**src/logic/clh_defs.vh**
```
// constants for the lookup coprocessor host port
`ifndef CLH_DEFS_VH
`define CLH_DEFS_VH

`define CLH_DQ_W 32
`define CLH_WORD_W 64
`define CLH_AC_W 13
`define CLH_PAGE_W 4
`define CLH_KIND_W 2
`define CLH_INSTR_W 12

`define CLH_DQ_LO_MSB 31
`define CLH_DQ_HI_MSB 63
`define CLH_DQ_HI_LSB 32
`define CLH_INSTR_MSB 11

`define CLH_KIND_CMP 2'h0
`define CLH_KIND_NFREE 2'h1
`define CLH_KIND_RAND 2'h2
`define CLH_KIND_NONE 2'h3

`define CLH_IDX_ONES 13'h1fff
`define CLH_IDX_RST 13'h0000
`define CLH_PAGE_RST 4'h0
`define CLH_DQ_RST 32'h00000000
`define CLH_CODE_RST 13'h0000
`define CLH_INSTR_PAD 1'h0

`define CLH_HOLD_W 20
`define CLH_HOLD_DRV 17
`define CLH_HOLD_MULTI 18
`define CLH_HOLD_HIT 19

`endif

```
**src/logic/clh_hold_reg.v**
```verilog
// result holder: follows its input only while the cycle strobe is high
`timescale 1ns/100ps
module clh_hold_reg #(
   parameter W = 8,
   parameter [W-1:0] RST = {W{1'b0}}
) (
   // clock and reset
   input wire clk,
   input wire sys_rst,
   // control
   input wire openGate,
   // data
   input wire [W-1:0] d,
   output reg [W-1:0] q
);

   always @(posedge clk) begin
      if (sys_rst) begin
         q <= RST;
      end else if (openGate) begin
         q <= d;
      end
   end

endmodule

```
**src/logic/clh_host_port.v**
```verilog
// strobe-synchronous host port of the lookup coprocessor
//
// Functional notes
// strobe high: data lines float, chip treated as disabled.
// direction low means controller writes, high means device drives data.
// strobe falling edge captures direction, selects, valid, bus, half, data.
// controller presents write data before the strobe falling edge.
// hardware control: address-valid low gives address, high a control code.
// software control: address/control bus ignored entirely.
// software control: address-valid high means instruction on low twelve bits.
// half select picks bits 31..0 when low, 63..32 when high.
// controller keeps half select low for 32-bit registers.
// either active-low chip select low at strobe fall selects device.
// chip selects never affect the index output bus.
// direction qualifies the control code and half select.
// active index shows match, next free or random address by cycle type.
// output enable high floats index outputs; low drives last result.
// cascade: only highest-priority responder drives, and only with enable low.
// no match or full system: lowest-priority device drives all ones.
// index outputs hold while strobe low, update only while high.
// page outputs carry configured page, latched like active index.
// page drives together with and like the active index.
// new entry write marks valid and drives the written index.
// delete clears validity and drives the deleted index.
// validity line: write low sets valid, high empty; read drives it.
// hit flag low on own match with chain high, or chain low.
// full flag low only when all valid and full chain low.
// multi-hit pulls low on two hits, or one hit when chain low.
// data lines driven only in a selected read while strobe low.
`timescale 1ns/100ps
`include "clh_defs.vh"
module clh_host_port (
   // clock and reset
   input wire clk,
   input wire sys_rst,
   // host strobe and control pins
   input wire strobeN,
   input wire selectOneN,
   input wire selectTwoN,
   input wire writeN,
   input wire addrValidN,
   input wire [`CLH_AC_W-1:0] addrCtlBus,
   input wire wordHalfSelect,
   input wire outEnableN,
   // host data lines
   input wire [`CLH_DQ_W-1:0] hostDataIn,
   output wire [`CLH_DQ_W-1:0] hostDataOut,
   output wire hostDataOe,
   // validity line
   input wire entryValidIn,
   output wire entryValidOut,
   output wire entryValidOe,
   // cascade chain
   input wire hitChainInN,
   input wire fullChainInN,
   output wire hitFlagN,
   output wire tableFullN,
   output wire multiHitOut,
   output wire multiHitOe,
   // index outputs to associated-data ram
   output wire [`CLH_AC_W-1:0] activeIndexOut,
   output wire activeIndexOe,
   output wire [`CLH_PAGE_W-1:0] pageIndexOut,
   output wire pageIndexOe,
   // configuration
   input wire swControl,
   input wire [`CLH_PAGE_W-1:0] pageConfig,
   input wire lowestPriority,
   // request to the array core
   output reg cmdStrobe_r,
   output reg cmdWrite_r,
   output reg cmdSelected_r,
   output reg cmdIsAddr_r,
   output reg cmdIsInstr_r,
   output reg [`CLH_AC_W-1:0] cmdCode_r,
   output reg cmdHalf_r,
   output reg [`CLH_DQ_W-1:0] cmdData_r,
   output reg cmdValidN_r,
   // answer from the array core
   input wire coreRdValid,
   input wire [`CLH_WORD_W-1:0] coreRdWord,
   input wire coreRdEntryValidN,
   input wire coreResValid,
   input wire [`CLH_KIND_W-1:0] coreResKind,
   input wire [`CLH_AC_W-1:0] coreResIndex,
   input wire coreHit,
   input wire coreMulti,
   input wire coreAllValid
);

   localparam [2:0] ST_IDLE = 3'b001;
   localparam [2:0] ST_ACT = 3'b010;
   localparam [2:0] ST_END = 3'b100;

   reg [2:0] state_r;
   reg [2:0] state_nxt;
   reg strobePrev_r;
   reg capWriteN_r;
   reg capSel_r;
   reg capAvN_r;
   reg [`CLH_AC_W-1:0] capAc_r;
   reg capHalf_r;
   reg [`CLH_DQ_W-1:0] capData_r;
   reg capValidN_r;
   reg capSw_r;
   reg [`CLH_DQ_W-1:0] rdData_r;
   reg rdValidN_r;
   reg [`CLH_AC_W-1:0] pendIdx_r;
   reg pendDrive_r;
   reg pendHit_r;
   reg pendMulti_r;
   reg firstLow_r;
   reg tableFullN_r;
   reg [`CLH_AC_W-1:0] codeSel;
   reg selNow;
   reg [`CLH_AC_W-1:0] resIdx;
   reg resDrive;

   wire strobeFall;
   wire strobeRise;
   wire [`CLH_HOLD_W-1:0] holdIdxD;
   wire [`CLH_HOLD_W-1:0] holdIdxQ;
   wire heldDrive;
   wire heldHit;
   wire heldMulti;
   wire readCycle;

   assign strobeFall = strobePrev_r & ~strobeN;
   assign strobeRise = ~strobePrev_r & strobeN;

   always @(posedge clk) begin
      if (sys_rst) begin
         strobePrev_r <= 1'b1;
      end else begin
         strobePrev_r <= strobeN;
      end
   end

   // cycle tracking, entered on strobe fall and left on rise
   always @* begin
      state_nxt = state_r;
      case (state_r)
         ST_IDLE: begin
            if (strobeFall) begin
               state_nxt = ST_ACT;
            end
         end
         ST_ACT: begin
            if (strobeRise) begin
               state_nxt = ST_END;
            end
         end
         ST_END: begin
            if (strobeFall) begin
               state_nxt = ST_ACT;
            end else begin
               state_nxt = ST_IDLE;
            end
         end
         default: begin
            state_nxt = ST_IDLE;
         end
      endcase
   end

   always @(posedge clk) begin
      if (sys_rst) begin
         state_r <= ST_IDLE;
      end else begin
         state_r <= state_nxt;
      end
   end

   // select decode
   always @* begin
      selNow = ~selectOneN | ~selectTwoN;
   end

   // capture on strobe fall
   always @(posedge clk) begin
      if (sys_rst) begin
         capWriteN_r <= 1'b1;
         capSel_r <= 1'b0;
         capAvN_r <= 1'b1;
         capAc_r <= `CLH_CODE_RST;
         capHalf_r <= 1'b0;
         capData_r <= `CLH_DQ_RST;
         capValidN_r <= 1'b1;
         capSw_r <= 1'b0;
      end else if (strobeFall) begin
         capWriteN_r <= writeN;
         capSel_r <= selNow;
         capAvN_r <= addrValidN;
         capAc_r <= addrCtlBus;
         capHalf_r <= wordHalfSelect;
         capSw_r <= swControl;
         // validity and data sampled only for writes
         if (!writeN) begin
            capData_r <= hostDataIn;
            capValidN_r <= entryValidIn;
         end
      end
   end

   // address versus code under hardware control
   // bus unused under software control
   always @* begin
      if (capSw_r) begin
         // instruction rides on the low data bits
         if (capAvN_r) begin
            codeSel = {`CLH_INSTR_PAD, capData_r[`CLH_INSTR_MSB:0]};
         end else begin
            codeSel = `CLH_CODE_RST;
         end
      end else begin
         codeSel = capAc_r;
      end
   end

   // request issued the cycle after capture; direction travels with code
   always @(posedge clk) begin
      if (sys_rst) begin
         cmdStrobe_r <= 1'b0;
         cmdWrite_r <= 1'b0;
         cmdSelected_r <= 1'b0;
         cmdIsAddr_r <= 1'b0;
         cmdIsInstr_r <= 1'b0;
         cmdCode_r <= `CLH_CODE_RST;
         cmdHalf_r <= 1'b0;
         cmdData_r <= `CLH_DQ_RST;
         cmdValidN_r <= 1'b1;
      end else begin
         cmdStrobe_r <= (state_r == ST_ACT) & strobePrev_r == 1'b0 &
            ~cmdStrobe_r & (state_nxt == ST_ACT) & firstLow_r;
         cmdWrite_r <= ~capWriteN_r;
         cmdSelected_r <= capSel_r;
         cmdIsAddr_r <= ~capSw_r & ~capAvN_r;
         cmdIsInstr_r <= capSw_r & capAvN_r;
         cmdCode_r <= codeSel;
         // half select forwarded with the access
         cmdHalf_r <= capHalf_r;
         cmdData_r <= capData_r;
         cmdValidN_r <= capValidN_r;
      end
   end

   // marks the first cycle after the fall so one request leaves per cycle
   always @(posedge clk) begin
      if (sys_rst) begin
         firstLow_r <= 1'b0;
      end else begin
         firstLow_r <= strobeFall;
      end
   end

   // read data half picked by the captured half select
   always @(posedge clk) begin
      if (sys_rst) begin
         rdData_r <= `CLH_DQ_RST;
         rdValidN_r <= 1'b1;
      end else if (coreRdValid) begin
         if (capHalf_r) begin
            rdData_r <= coreRdWord[`CLH_DQ_HI_MSB:`CLH_DQ_HI_LSB];
         end else begin
            rdData_r <= coreRdWord[`CLH_DQ_LO_MSB:0];
         end
         rdValidN_r <= coreRdEntryValidN;
      end
   end

   // drive only in a selected read with strobe low
   assign readCycle = (state_r == ST_ACT) & ~strobeN & capWriteN_r &
      capSel_r;
   assign hostDataOut = rdData_r;
   assign hostDataOe = readCycle;
   // validity read back beside the data
   assign entryValidOut = rdValidN_r;
   assign entryValidOe = readCycle & ~capSw_r & ~capAvN_r;

   // responder and index choice per result kind
   // selects take no part here
   always @* begin
      resIdx = coreResIndex;
      resDrive = 1'b0;
      case (coreResKind)
         `CLH_KIND_CMP: begin
            resDrive = hitChainInN & (coreHit | lowestPriority);
            if (!coreHit) begin
               resIdx = `CLH_IDX_ONES;
            end
         end
         `CLH_KIND_NFREE: begin
            resDrive = ~fullChainInN & (~coreAllValid | lowestPriority);
            if (coreAllValid) begin
               resIdx = `CLH_IDX_ONES;
            end
         end
         // written or deleted index shown
         `CLH_KIND_RAND: begin
            resDrive = 1'b1;
         end
         default: begin
            resDrive = pendDrive_r;
            resIdx = pendIdx_r;
         end
      endcase
   end

   // compare results kept pending until the strobe rises
   always @(posedge clk) begin
      if (sys_rst) begin
         pendIdx_r <= `CLH_IDX_RST;
         pendDrive_r <= 1'b0;
         pendHit_r <= 1'b0;
         pendMulti_r <= 1'b0;
      end else if (coreResValid) begin
         pendIdx_r <= resIdx;
         pendDrive_r <= resDrive;
         if (coreResKind == `CLH_KIND_CMP) begin
            pendHit_r <= coreHit;
            pendMulti_r <= coreMulti;
         end
      end
   end

   // index, page and flags pass only while strobe high
   // flags share the latch, so they too change only after the rise
   assign holdIdxD = {pendHit_r, pendMulti_r, pendDrive_r, pageConfig,
      pendIdx_r};
   clh_hold_reg #(
      .W(`CLH_HOLD_W)
   ) uIdxHold (
      .clk(clk),
      .sys_rst(sys_rst),
      .openGate(strobeN),
      .d(holdIdxD),
      .q(holdIdxQ)
   );

   assign heldDrive = holdIdxQ[`CLH_HOLD_DRV];
   assign heldHit = holdIdxQ[`CLH_HOLD_HIT];
   assign heldMulti = holdIdxQ[`CLH_HOLD_MULTI];

   // enable gates only the chosen responder
   assign activeIndexOut = holdIdxQ[`CLH_AC_W-1:0];
   assign activeIndexOe = heldDrive & ~outEnableN;
   assign pageIndexOut = holdIdxQ[`CLH_AC_W+`CLH_PAGE_W-1:`CLH_AC_W];
   assign pageIndexOe = heldDrive & ~outEnableN;

   // chain low forces the flag low
   assign hitFlagN = ~(heldHit | ~hitChainInN);

   // open drain, pulled low only
   assign multiHitOut = 1'b0;
   assign multiHitOe = hitChainInN ? heldMulti : heldHit;

   // full flag updated after the rise of a write cycle
   always @(posedge clk) begin
      if (sys_rst) begin
         tableFullN_r <= 1'b1;
      end else if (strobeRise & ~capWriteN_r) begin
         tableFullN_r <= ~(coreAllValid & ~fullChainInN);
      end
   end
   assign tableFullN = tableFullN_r;

endmodule

```
**config.mk**
```make
export PLATFORM = sky130hd
export DESIGN_NAME = clh_host_port
export DESIGN_NICKNAME = d
export VERILOG_FILES = /design/src/logic/clh_hold_reg.v /design/src/logic/clh_host_port.v
export VERILOG_INCLUDE_DIRS = /design/src /design/src/logic
export SDC_FILE = /design/constraint.sdc
export NUM_CORES = 1
export LEC_CHECK = 0
export BUFFER_PORTS_ARGS = -buffer_cell sky130_fd_sc_hd__buf_2
export CAP_MARGIN = 10
export CORE_UTILIZATION = 41
export CTS_CLUSTER_SIZE = 24
export DETAILED_ROUTE_END_ITERATION = 12
export GPL_ROUTABILITY_DRIVEN = 0
export GPL_TIMING_DRIVEN = 0
export PLACE_DENSITY_LB_ADDON = 0.05
export SLEW_MARGIN = 20
export SYNTH_ARGS = -nofsm -noshare
export SYNTH_HDL_FRONTEND = slang
export SYNTH_SLANG_ARGS = --single-unit
```
**constraint.sdc**
```tcl
create_clock -name clk -period 2.4 [get_ports clk]
set_input_delay 0.24 -clock clk [delete_from_list [all_inputs] [get_ports clk]]
set_output_delay 0.24 -clock clk [all_outputs]
set_load 0.01 [all_outputs]
```
[Word-level counts from Yosys, hierarchy flattened]
Cells that the tools add are included.
Cells by class
  equality and inequality tests: 6
  muxes and demuxes: 12
  bitwise operators: 37
  reduce and logical (&&, ||, !) cells: 5
Operators with widths (count)
  $mux W13: 3
  $pmux W13 S3: 1
  $mux W32: 1
  $and A1 B1 Y1: 18
  $not A1 Y1: 15
  $mux W12: 1
  $pmux W3 S3: 1
  $eq A3 B2 Y1 const B: 2
  $mux W3: 2
  $reduce_and A2 Y1: 3
  $or A1 B1 Y1: 4
  $eq A3 B1 Y1 const B: 1
  $eq A3 B3 Y1 const B: 1
  $pmux W1 S3: 1
  $reduce_bool A3 Y1: 1
  $eq A2 B1 Y1 const B: 1
  $eq A2 B2 Y1 const B: 1
  $logic_not A2 Y1: 1
  $mux W2: 1
  $mux W1: 1
Storage, ports and cells
  bits in registers: 178
  input port bits: 148
  output and inout bits: 110
  logic and storage cells: 88

[Depth between registers and ports, before layout]
Gate-level depths: netlist (run 1).
  depth in word-level cells: 7
  mapped depth: 6
  depth with buffers taken out: 5

[By module]
A second synthesis (run 1) with hierarchy kept.
Second synthesis, totals
  cell total of the unflattened synthesis: 601
  area total of the unflattened synthesis: 6294.8 µm²
By module, submodules not included
  clh_host_port: instances 1, cells an instance 537, area each 5589.1 µm², seq. area each 3163.0 µm²
  clh_hold_reg: instances 1, cells an instance 64, area each 705.7 µm², seq. area each 400.4 µm²

[Least setup slack after synthesis (run 1)]
Ideal clock, no wire load.
  path type: reg2out
  start point: register state_r[0]
  end point: output port entryValidOe
  data arrival time: 1.322 ns
  path slack: 0.838 ns
  cell stages (with the launch flop): 4
  buffers on the path: 0
  cells stage by stage: dfxtp_1 nand2b_1 nor4_1 nor3b_1
Between the ends
  cells in the longest elaborated chain, start to end: 6
Ends and longest elaborated chain
  start: declaration: line clh_host_port.v:95  | reg [2:0] state_r;
  start signal: assignment: line clh_host_port.v:170  | state_r <= state_nxt;
  $eq A3 B2 Y1: line clh_host_port.v:272  | assign readCycle = (state_r == ST_ACT) & ~strobeN & capWriteN_r &
  $and A1 B1 Y1 (3 in series): line clh_host_port.v:272
  net hostDataOe: line clh_host_port.v:48  | output wire hostDataOe,
  $and A1 B1 Y1 (2 in series): line clh_host_port.v:278  | assign entryValidOe = readCycle & ~capSw_r & ~capAvN_r;
  end: declaration: line clh_host_port.v:52  | output wire entryValidOe,
The timed path passes the listed nets, and every way through them passes these cells.

[Worst setup path after layout (run 1)]
  start point: register capSw_r
  end point: output port entryValidOe
Between the ends
  cells in the longest elaborated chain, start to end: 3
Ends and longest elaborated chain
  start: declaration: line clh_host_port.v:105  | reg capSw_r;
  start signal: assignment: line clh_host_port.v:196  | capSw_r <= swControl;
  $not A1 Y1: line clh_host_port.v:278
  $and A1 B1 Y1 (2 in series): line clh_host_port.v:278
No other way between the ends.

==> results.toml, run 1 <==
[power]
p_leak_nw = 4.00
power_density_nw_per_um2 = 781
net-switching-power_mw = 1.57
seq_power_share = 0.482
power_frac_comb = 0.109
vdd_drop_max_mv = 0.489
power_frac_clock = 0.409
internal_power_mw = 5.07
p_sw_frac = 0.236

[yosys]
syn_avg_cell_area_um2 = 10.4
async_flop_share = 0
syn_inst = 618
synth_ff_type = "dfxtp_1"
synthesis.area_um2 = 6410
yosys.cell_types.count = 42
yosys-top-cells-area = "dfxtp_1 56%, mux2i_1 8.3%, nor2b_1 4.4%, o22a_1 4.4%, nor2_1 3.8%"
yosysMostFrequentCell = "dfxtp_1"
yosysTopAreaCell = "dfxtp_1"
syn_nets = 770
synth_top_cell_area_share = 0.556
yosys_warnings = 0
synth_edf_count = 0
ys_seq_area_frac = 0.556
ys_ff_latch = 178
synth_commonest_cells = "178 x dfxtp_1, 65 x nor2_1, 53 x mux2i_1"

[die]
row_count = 45
die_y_um = 127
coreArea_um2 = 15200
die_area_um2 = 16100
pin_count = 258
die_w_um = 127
start_util = 0.421

[placement]
dpl.hpwl_um = 12000
placed_cells = 1060
port_buffers = 254

[clock_network]
ctsHoldBuffers = 0
clock_sinks = 178
cts_resized = 0
path_clk_slew_ns = 0.07
worstSkewPairLatency_ns = 0.42
cts_inserted_buffers = 17
ctsHtreeMaxLevel = 4
cts_buffer_depth = 2
cts_tree = "built"
post_cts_buffers = 0
cts_root_buffer = "clkbuf_16"

[global_route]
grt_overflow = 0
grt_use_total = 0.197
grt_max_degree = 17
grt_pass1_vias = 5119
grt_pass1_wl_um = 24900
antenna_found_initial = 1

[setup_path]
path_class = "flop to primary output"
cp_max_fo = 10
arrival_ns = 1.86
critPathRequiredTime_ns = 2.16
crit_path_start_kind = "flop"
end_kind = "primary output"

[sta]
slew_headroom = 0.562
hold_ws_ns = 0.0180
rsz0062_at_grt = "false"
fmax_mhz = 477
fin_skew_ns = 0.00790
finalHoldViolCount = 0
fin_crit_sh = 0.873
worst_pin_slew_ns = 0.657
setup_viol = 0
fin_setup_tns_ns = 0
slew_violations = 0
fin_crit_ns = 2.10

[job]
maxCapViolCount = 0

[routing]
drt_iter0_markers = 184
drtPass1Iterations = 4
wl_um = 15700
ant_nets = 0
post_drt_wl_per_cell_um = 14.4
viasPerCell = 4.85
drc = 0
vias = 5292

[finish]
nets = 1043
layoutNonFillerInstCount = 1092
drive_above_1_share = 0.378
fillerInstances = 1424
syn_to_final_growth_pct = 32.7

[outcome]
status = "finished clean"

[hold_path]
hold_class = "primary input to flop"
-- sequential cells by signal, summed over array words and instances, names as in the netlist, 3 cells and up --
signal	cells
state_r	3
uIdxHold.q	20
cmdCode_r	13
hostDataOut	32
capAc_r	13
capData_r	32
pendIdx_r	13
cmdData_r	32
-- area by class of cell --
| class | count | area [µm²] | area share |
|---|---|---|---|
| multi-input combinational | 368 | 2440 | 0.287 |
| antenna | 1 | 2.50 | 0.000294 |
| clock buffer | 20 | 457 | 0.0537 |
| inverter | 6 | 22.5 | 0.00265 |
| tap | 188 | 235 | 0.0277 |
| timing repair buffer | 254 | 1270 | 0.150 |
| clock inverter | 11 | 129 | 0.0152 |
| buffer | 66 | 382 | 0.0449 |
| sequential | 178 | 3560 | 0.419 |
-- cells in the final DEF, fill, tap and decap left out, drive strengths merged, types with 13 or more instances in the layout --
cell type	n
a21oi	31
buf	300
a211oi	32
o22a	32
mux2i	53
o221a	13
nor2b	45
dfxtp	178
nor2	66
nand2	39
clkbuf	40
-- routing by layer --
layer | GRT usage | vias to the layer above | wire, µm
li1 | - | 2674 | -
met1 | 0.233 | 2430 | 6780
met2 | 0.344 | 163 | 7740
met3 | 0.0477 | 23 | 889
met4 | 0.0798 | 2 | 311
met5 | 0 | - | 9
-- stage by stage --
step	worst slack (ns)	total power [mW]	utilization	area (µm²)
floorplan	0.838	3.68	-	6410
global placement	0.735	3.98	0.521	7910
detailed placement	0.688	4.00	0.521	7910
CTS	0.269	6.71	0.559	8500
global route	0.148	6.91	0.559	8500
finish	0.304	6.64	0.559	8500
-- worst max-delay path: stages (launching register included) --
cell      delay, ns
dfxtp_1        0.38
clkbuf_1       0.31
clkbuf_1       0.45
nor3b_1        0.13
buf_2          0.17
-- worst paths after layout --
check	startpoint	endpoint	slack, ns	cells past startpoint
min	selectTwoN	capSel_r	0.02	2
max	capSw_r	entryValidOe	0.30	4
max reg2reg	capSw_r	cmdCode_r[2]	0.88	4
min reg2reg	capValidN_r	cmdValidN_r	0.44	1
-- cell families after synthesis --
logic type | Yosys count | share of synthesized area
other cells | 1 | 0.000585
mux | 54 | 0.0846
simple gates | 187 | 0.145
buf+inv | 72 | 0.0631
compound gates | 122 | 0.143
fa+ha+maj | 4 | 0.00781
flops | 178 | 0.556
-- power groups by stage --
| stage | clock (mW) | combinational (mW) | sequential (mW) |
|---|---|---|---|
| floorplan | 0 | 0.384 | 3.29 |
| global placement | 0 | 0.715 | 3.26 |
| detailed placement | 0 | 0.733 | 3.27 |
| CTS | 2.78 | 0.736 | 3.20 |
| global route | 2.89 | 0.802 | 3.22 |
| finish | 2.72 | 0.724 | 3.20 |
Power figures use the tool's default switching activity.
==> inputs of run 2 (changes only) <==
--- a/config.mk
+++ b/config.mk
@@ -8,7 +8,7 @@
 export LEC_CHECK = 0
 export BUFFER_PORTS_ARGS = -buffer_cell sky130_fd_sc_hd__buf_2
 export CAP_MARGIN = 10
-export CORE_UTILIZATION = 41
+export CORE_UTILIZATION = 35
 export CTS_CLUSTER_SIZE = 24
 export DETAILED_ROUTE_END_ITERATION = 12
 export GPL_ROUTABILITY_DRIVEN = 0
@@ -17,4 +17,5 @@
 export SLEW_MARGIN = 20
 export SYNTH_ARGS = -nofsm -noshare
 export SYNTH_HDL_FRONTEND = slang
+export SYNTH_HIERARCHICAL = 1
 export SYNTH_SLANG_ARGS = --single-unit
==> results.toml, run 2 <==
[outcome]
status = "finished clean"

[setup_path]
r2r-end = "capSel_r"
worst-r2r-cell-count = 5
end_kind = "primary output"
path_class = "flop to primary output"
reg2reg_from = "strobePrev_r"
arrival_ns = 1.82
endpoint = "entryValidOe"
cp-startpoint = "state_r[0]"
reg2reg_slack_ns = 0.59
cp_max_fo = 5
crit_path_start_kind = "flop"
critPathRequiredTime_ns = 2.16

[routing]
viasPerCell = 4.69
drtPass1Iterations = 4
drt_iter0_markers = 179
vias = 5229
ant_nets = 0
wl_um = 16900
drc = 0
post_drt_wl_per_cell_um = 15.1

[power]
power_frac_comb = 0.104
seq_power_share = 0.464
internal_power_mw = 5.21
net-switching-power_mw = 1.69
p_sw_frac = 0.246
power_density_nw_per_um2 = 811
p_leak_nw = 3.95
power_frac_clock = 0.432
vdd_drop_max_mv = 0.471

[die]
row_count = 48
die_y_um = 136
die_area_um2 = 18500
start_util = 0.361
coreArea_um2 = 17400
pin_count = 258
die_w_um = 136

[sta]
fin_crit_sh = 0.857
rsz0062_at_grt = "false"
slew_violations = 0
fmax_mhz = 486
worst_pin_slew_ns = 0.616
setup_viol = 0
finalHoldViolCount = 0
fin_setup_tns_ns = 0
fin_crit_ns = 2.06
fin_skew_ns = 0.0123
slew_headroom = 0.589

[finish]
drive_above_1_share = 0.368
n_antenna_cell = 0
layout_commonest_cell = "buf_2"
final_cell_mix = "270 x buf_2, 178 x dfxtp_1, 65 x nor2_1"
design_area_um2 = 8510
nets = 1028
syn_to_final_growth_pct = 35.2

[global_route]
grt_pass1_wl_um = 25800
grt_overflow = 0
antenna_found_initial = 0
grt_use_total = 0.182
grt_pass1_vias = 5123
grt_max_degree = 18

[job]
maxCapViolCount = 0

[clock_network]
cts_inserted_buffers = 17
cts_tree = "built"
post_cts_buffers = 0
ctsHoldBuffers = 2
ctsHtreeMaxLevel = 4
cts_root_buffer = "clkbuf_16"
path_clk_slew_ns = 0.07
clock_sinks = 178
cts_resized = 0
cts_buffer_depth = 2
worstSkewPairLatency_ns = 0.43

[yosys]
yosys-top-cells-area = "dfxtp_1 57%, mux2i_1 8.4%, nor2b_1 4.5%, o22a_1 4.5%, nor2_1 3.9%"
syn_nets = 753
yosysTopAreaCell = "dfxtp_1"
synth_top_cell_area_share = 0.566
async_flop_share = 0
ys_ff_latch = 178
synth_ff_type = "dfxtp_1"
synth_edf_count = 0
synth_commonest_cells = "178 x dfxtp_1, 65 x nor2_1, 53 x mux2i_1"
yosys_warnings = 6
syn_avg_cell_area_um2 = 10.5
yosys.cell_types.count = 42
synthesis.area_um2 = 6290
syn_inst = 601
ys_seq_area_frac = 0.566
yosysMostFrequentCell = "dfxtp_1"

[placement]
dpl.hpwl_um = 12800
port_buffers = 254
postPlaceCellArea_um2 = 7850

[hold_path]
hold_class = "primary input to flop"
[run 2: worst min-delay path by stage]
| stage | from | to | slack [ns] | depth (start not counted) |
|---|---|---|---|---|
| after floorplan | selectTwoN | capSel_r | 0.35 | 1 |
| after global placement | capValidN_r | cmdValidN_r | 0.43 | 1 |
| after detailed placement | capValidN_r | cmdValidN_r | 0.44 | 1 |
| after CTS | hostDataIn[16] | capData_r[16] | 0.02 | 2 |
| after global routing | coreRdEntryValidN | entryValidOut | 0.02 | 3 |
| final | coreRdEntryValidN | entryValidOut | 0.04 | 3 |
[run 2: final cells by class]
cell class                 count  area [µm²]
sequential                   178        3560
inverter                       6        22.5
multi-input combinational    368        2440
buffer                        49         268
tap                          225         282
clock buffer                  19         453
timing repair buffer         256        1290
clock inverter                13         189
fill                        1746        8910
[run 2: power groups by stage]
stage / logic (mW) / clock network, mW / registers (mW)
6_report: 0.718 / 2.98 / 3.20
5_1_grt: 0.792 / 3.19 / 3.22
4_1_cts: 0.728 / 3.05 / 3.20
3_5_place_dp: 0.724 / 0 / 3.27
3_3_place_gp: 0.708 / 0 / 3.27
2_1_floorplan: 0.361 / 0 / 3.30
[run 2: per-layer routing]
| metal | routed length (µm) | part of all wire | track usage |
|---|---|---|---|
| met4 | 333 | 0.020 | 0.0728 |
| met3 | 1170 | 0.069 | 0.0488 |
| met1 | 7510 | 0.45 | 0.227 |
| met2 | 7840 | 0.47 | 0.296 |
| met5 | 0 | 0 | 0 |
[run 2: cells by family (layout without fill, tap and decap cells)]
kind of cell	Yosys count	after routing	share of synthesized area
other	1	1	0.000596
AOI/OAI and AO/OA	122	122	0.146
DFF	178	178	0.566
adders and majority gates	4	4	0.00795
muxes	54	54	0.0861
and+or+nand+nor	187	187	0.147
buffers and inverters	55	343	0.0461
[run 2: worst max-delay path, stage by stage, from the launching register on]
cell and delay (ns):
dfxtp_1 0.34, nand2b_1 0.19, nor4_1 0.46, nor3b_1 0.24, buf_2 0.17
[run 2: stage by stage]
stage,hold slack [ns],cells,utilization,setup slack (ns),total power [mW]
3_5_place_dp,0.435,1080,0.451,0.595,3.99
4_1_cts,0.0181,1114,0.489,0.330,6.98
2_1_floorplan,0.349,601,-,0.843,3.66
3_3_place_gp,0.433,1080,0.451,0.592,3.97
6_report,0.0367,1114,0.489,0.342,6.90
5_1_grt,0.0198,1114,0.489,0.159,7.20
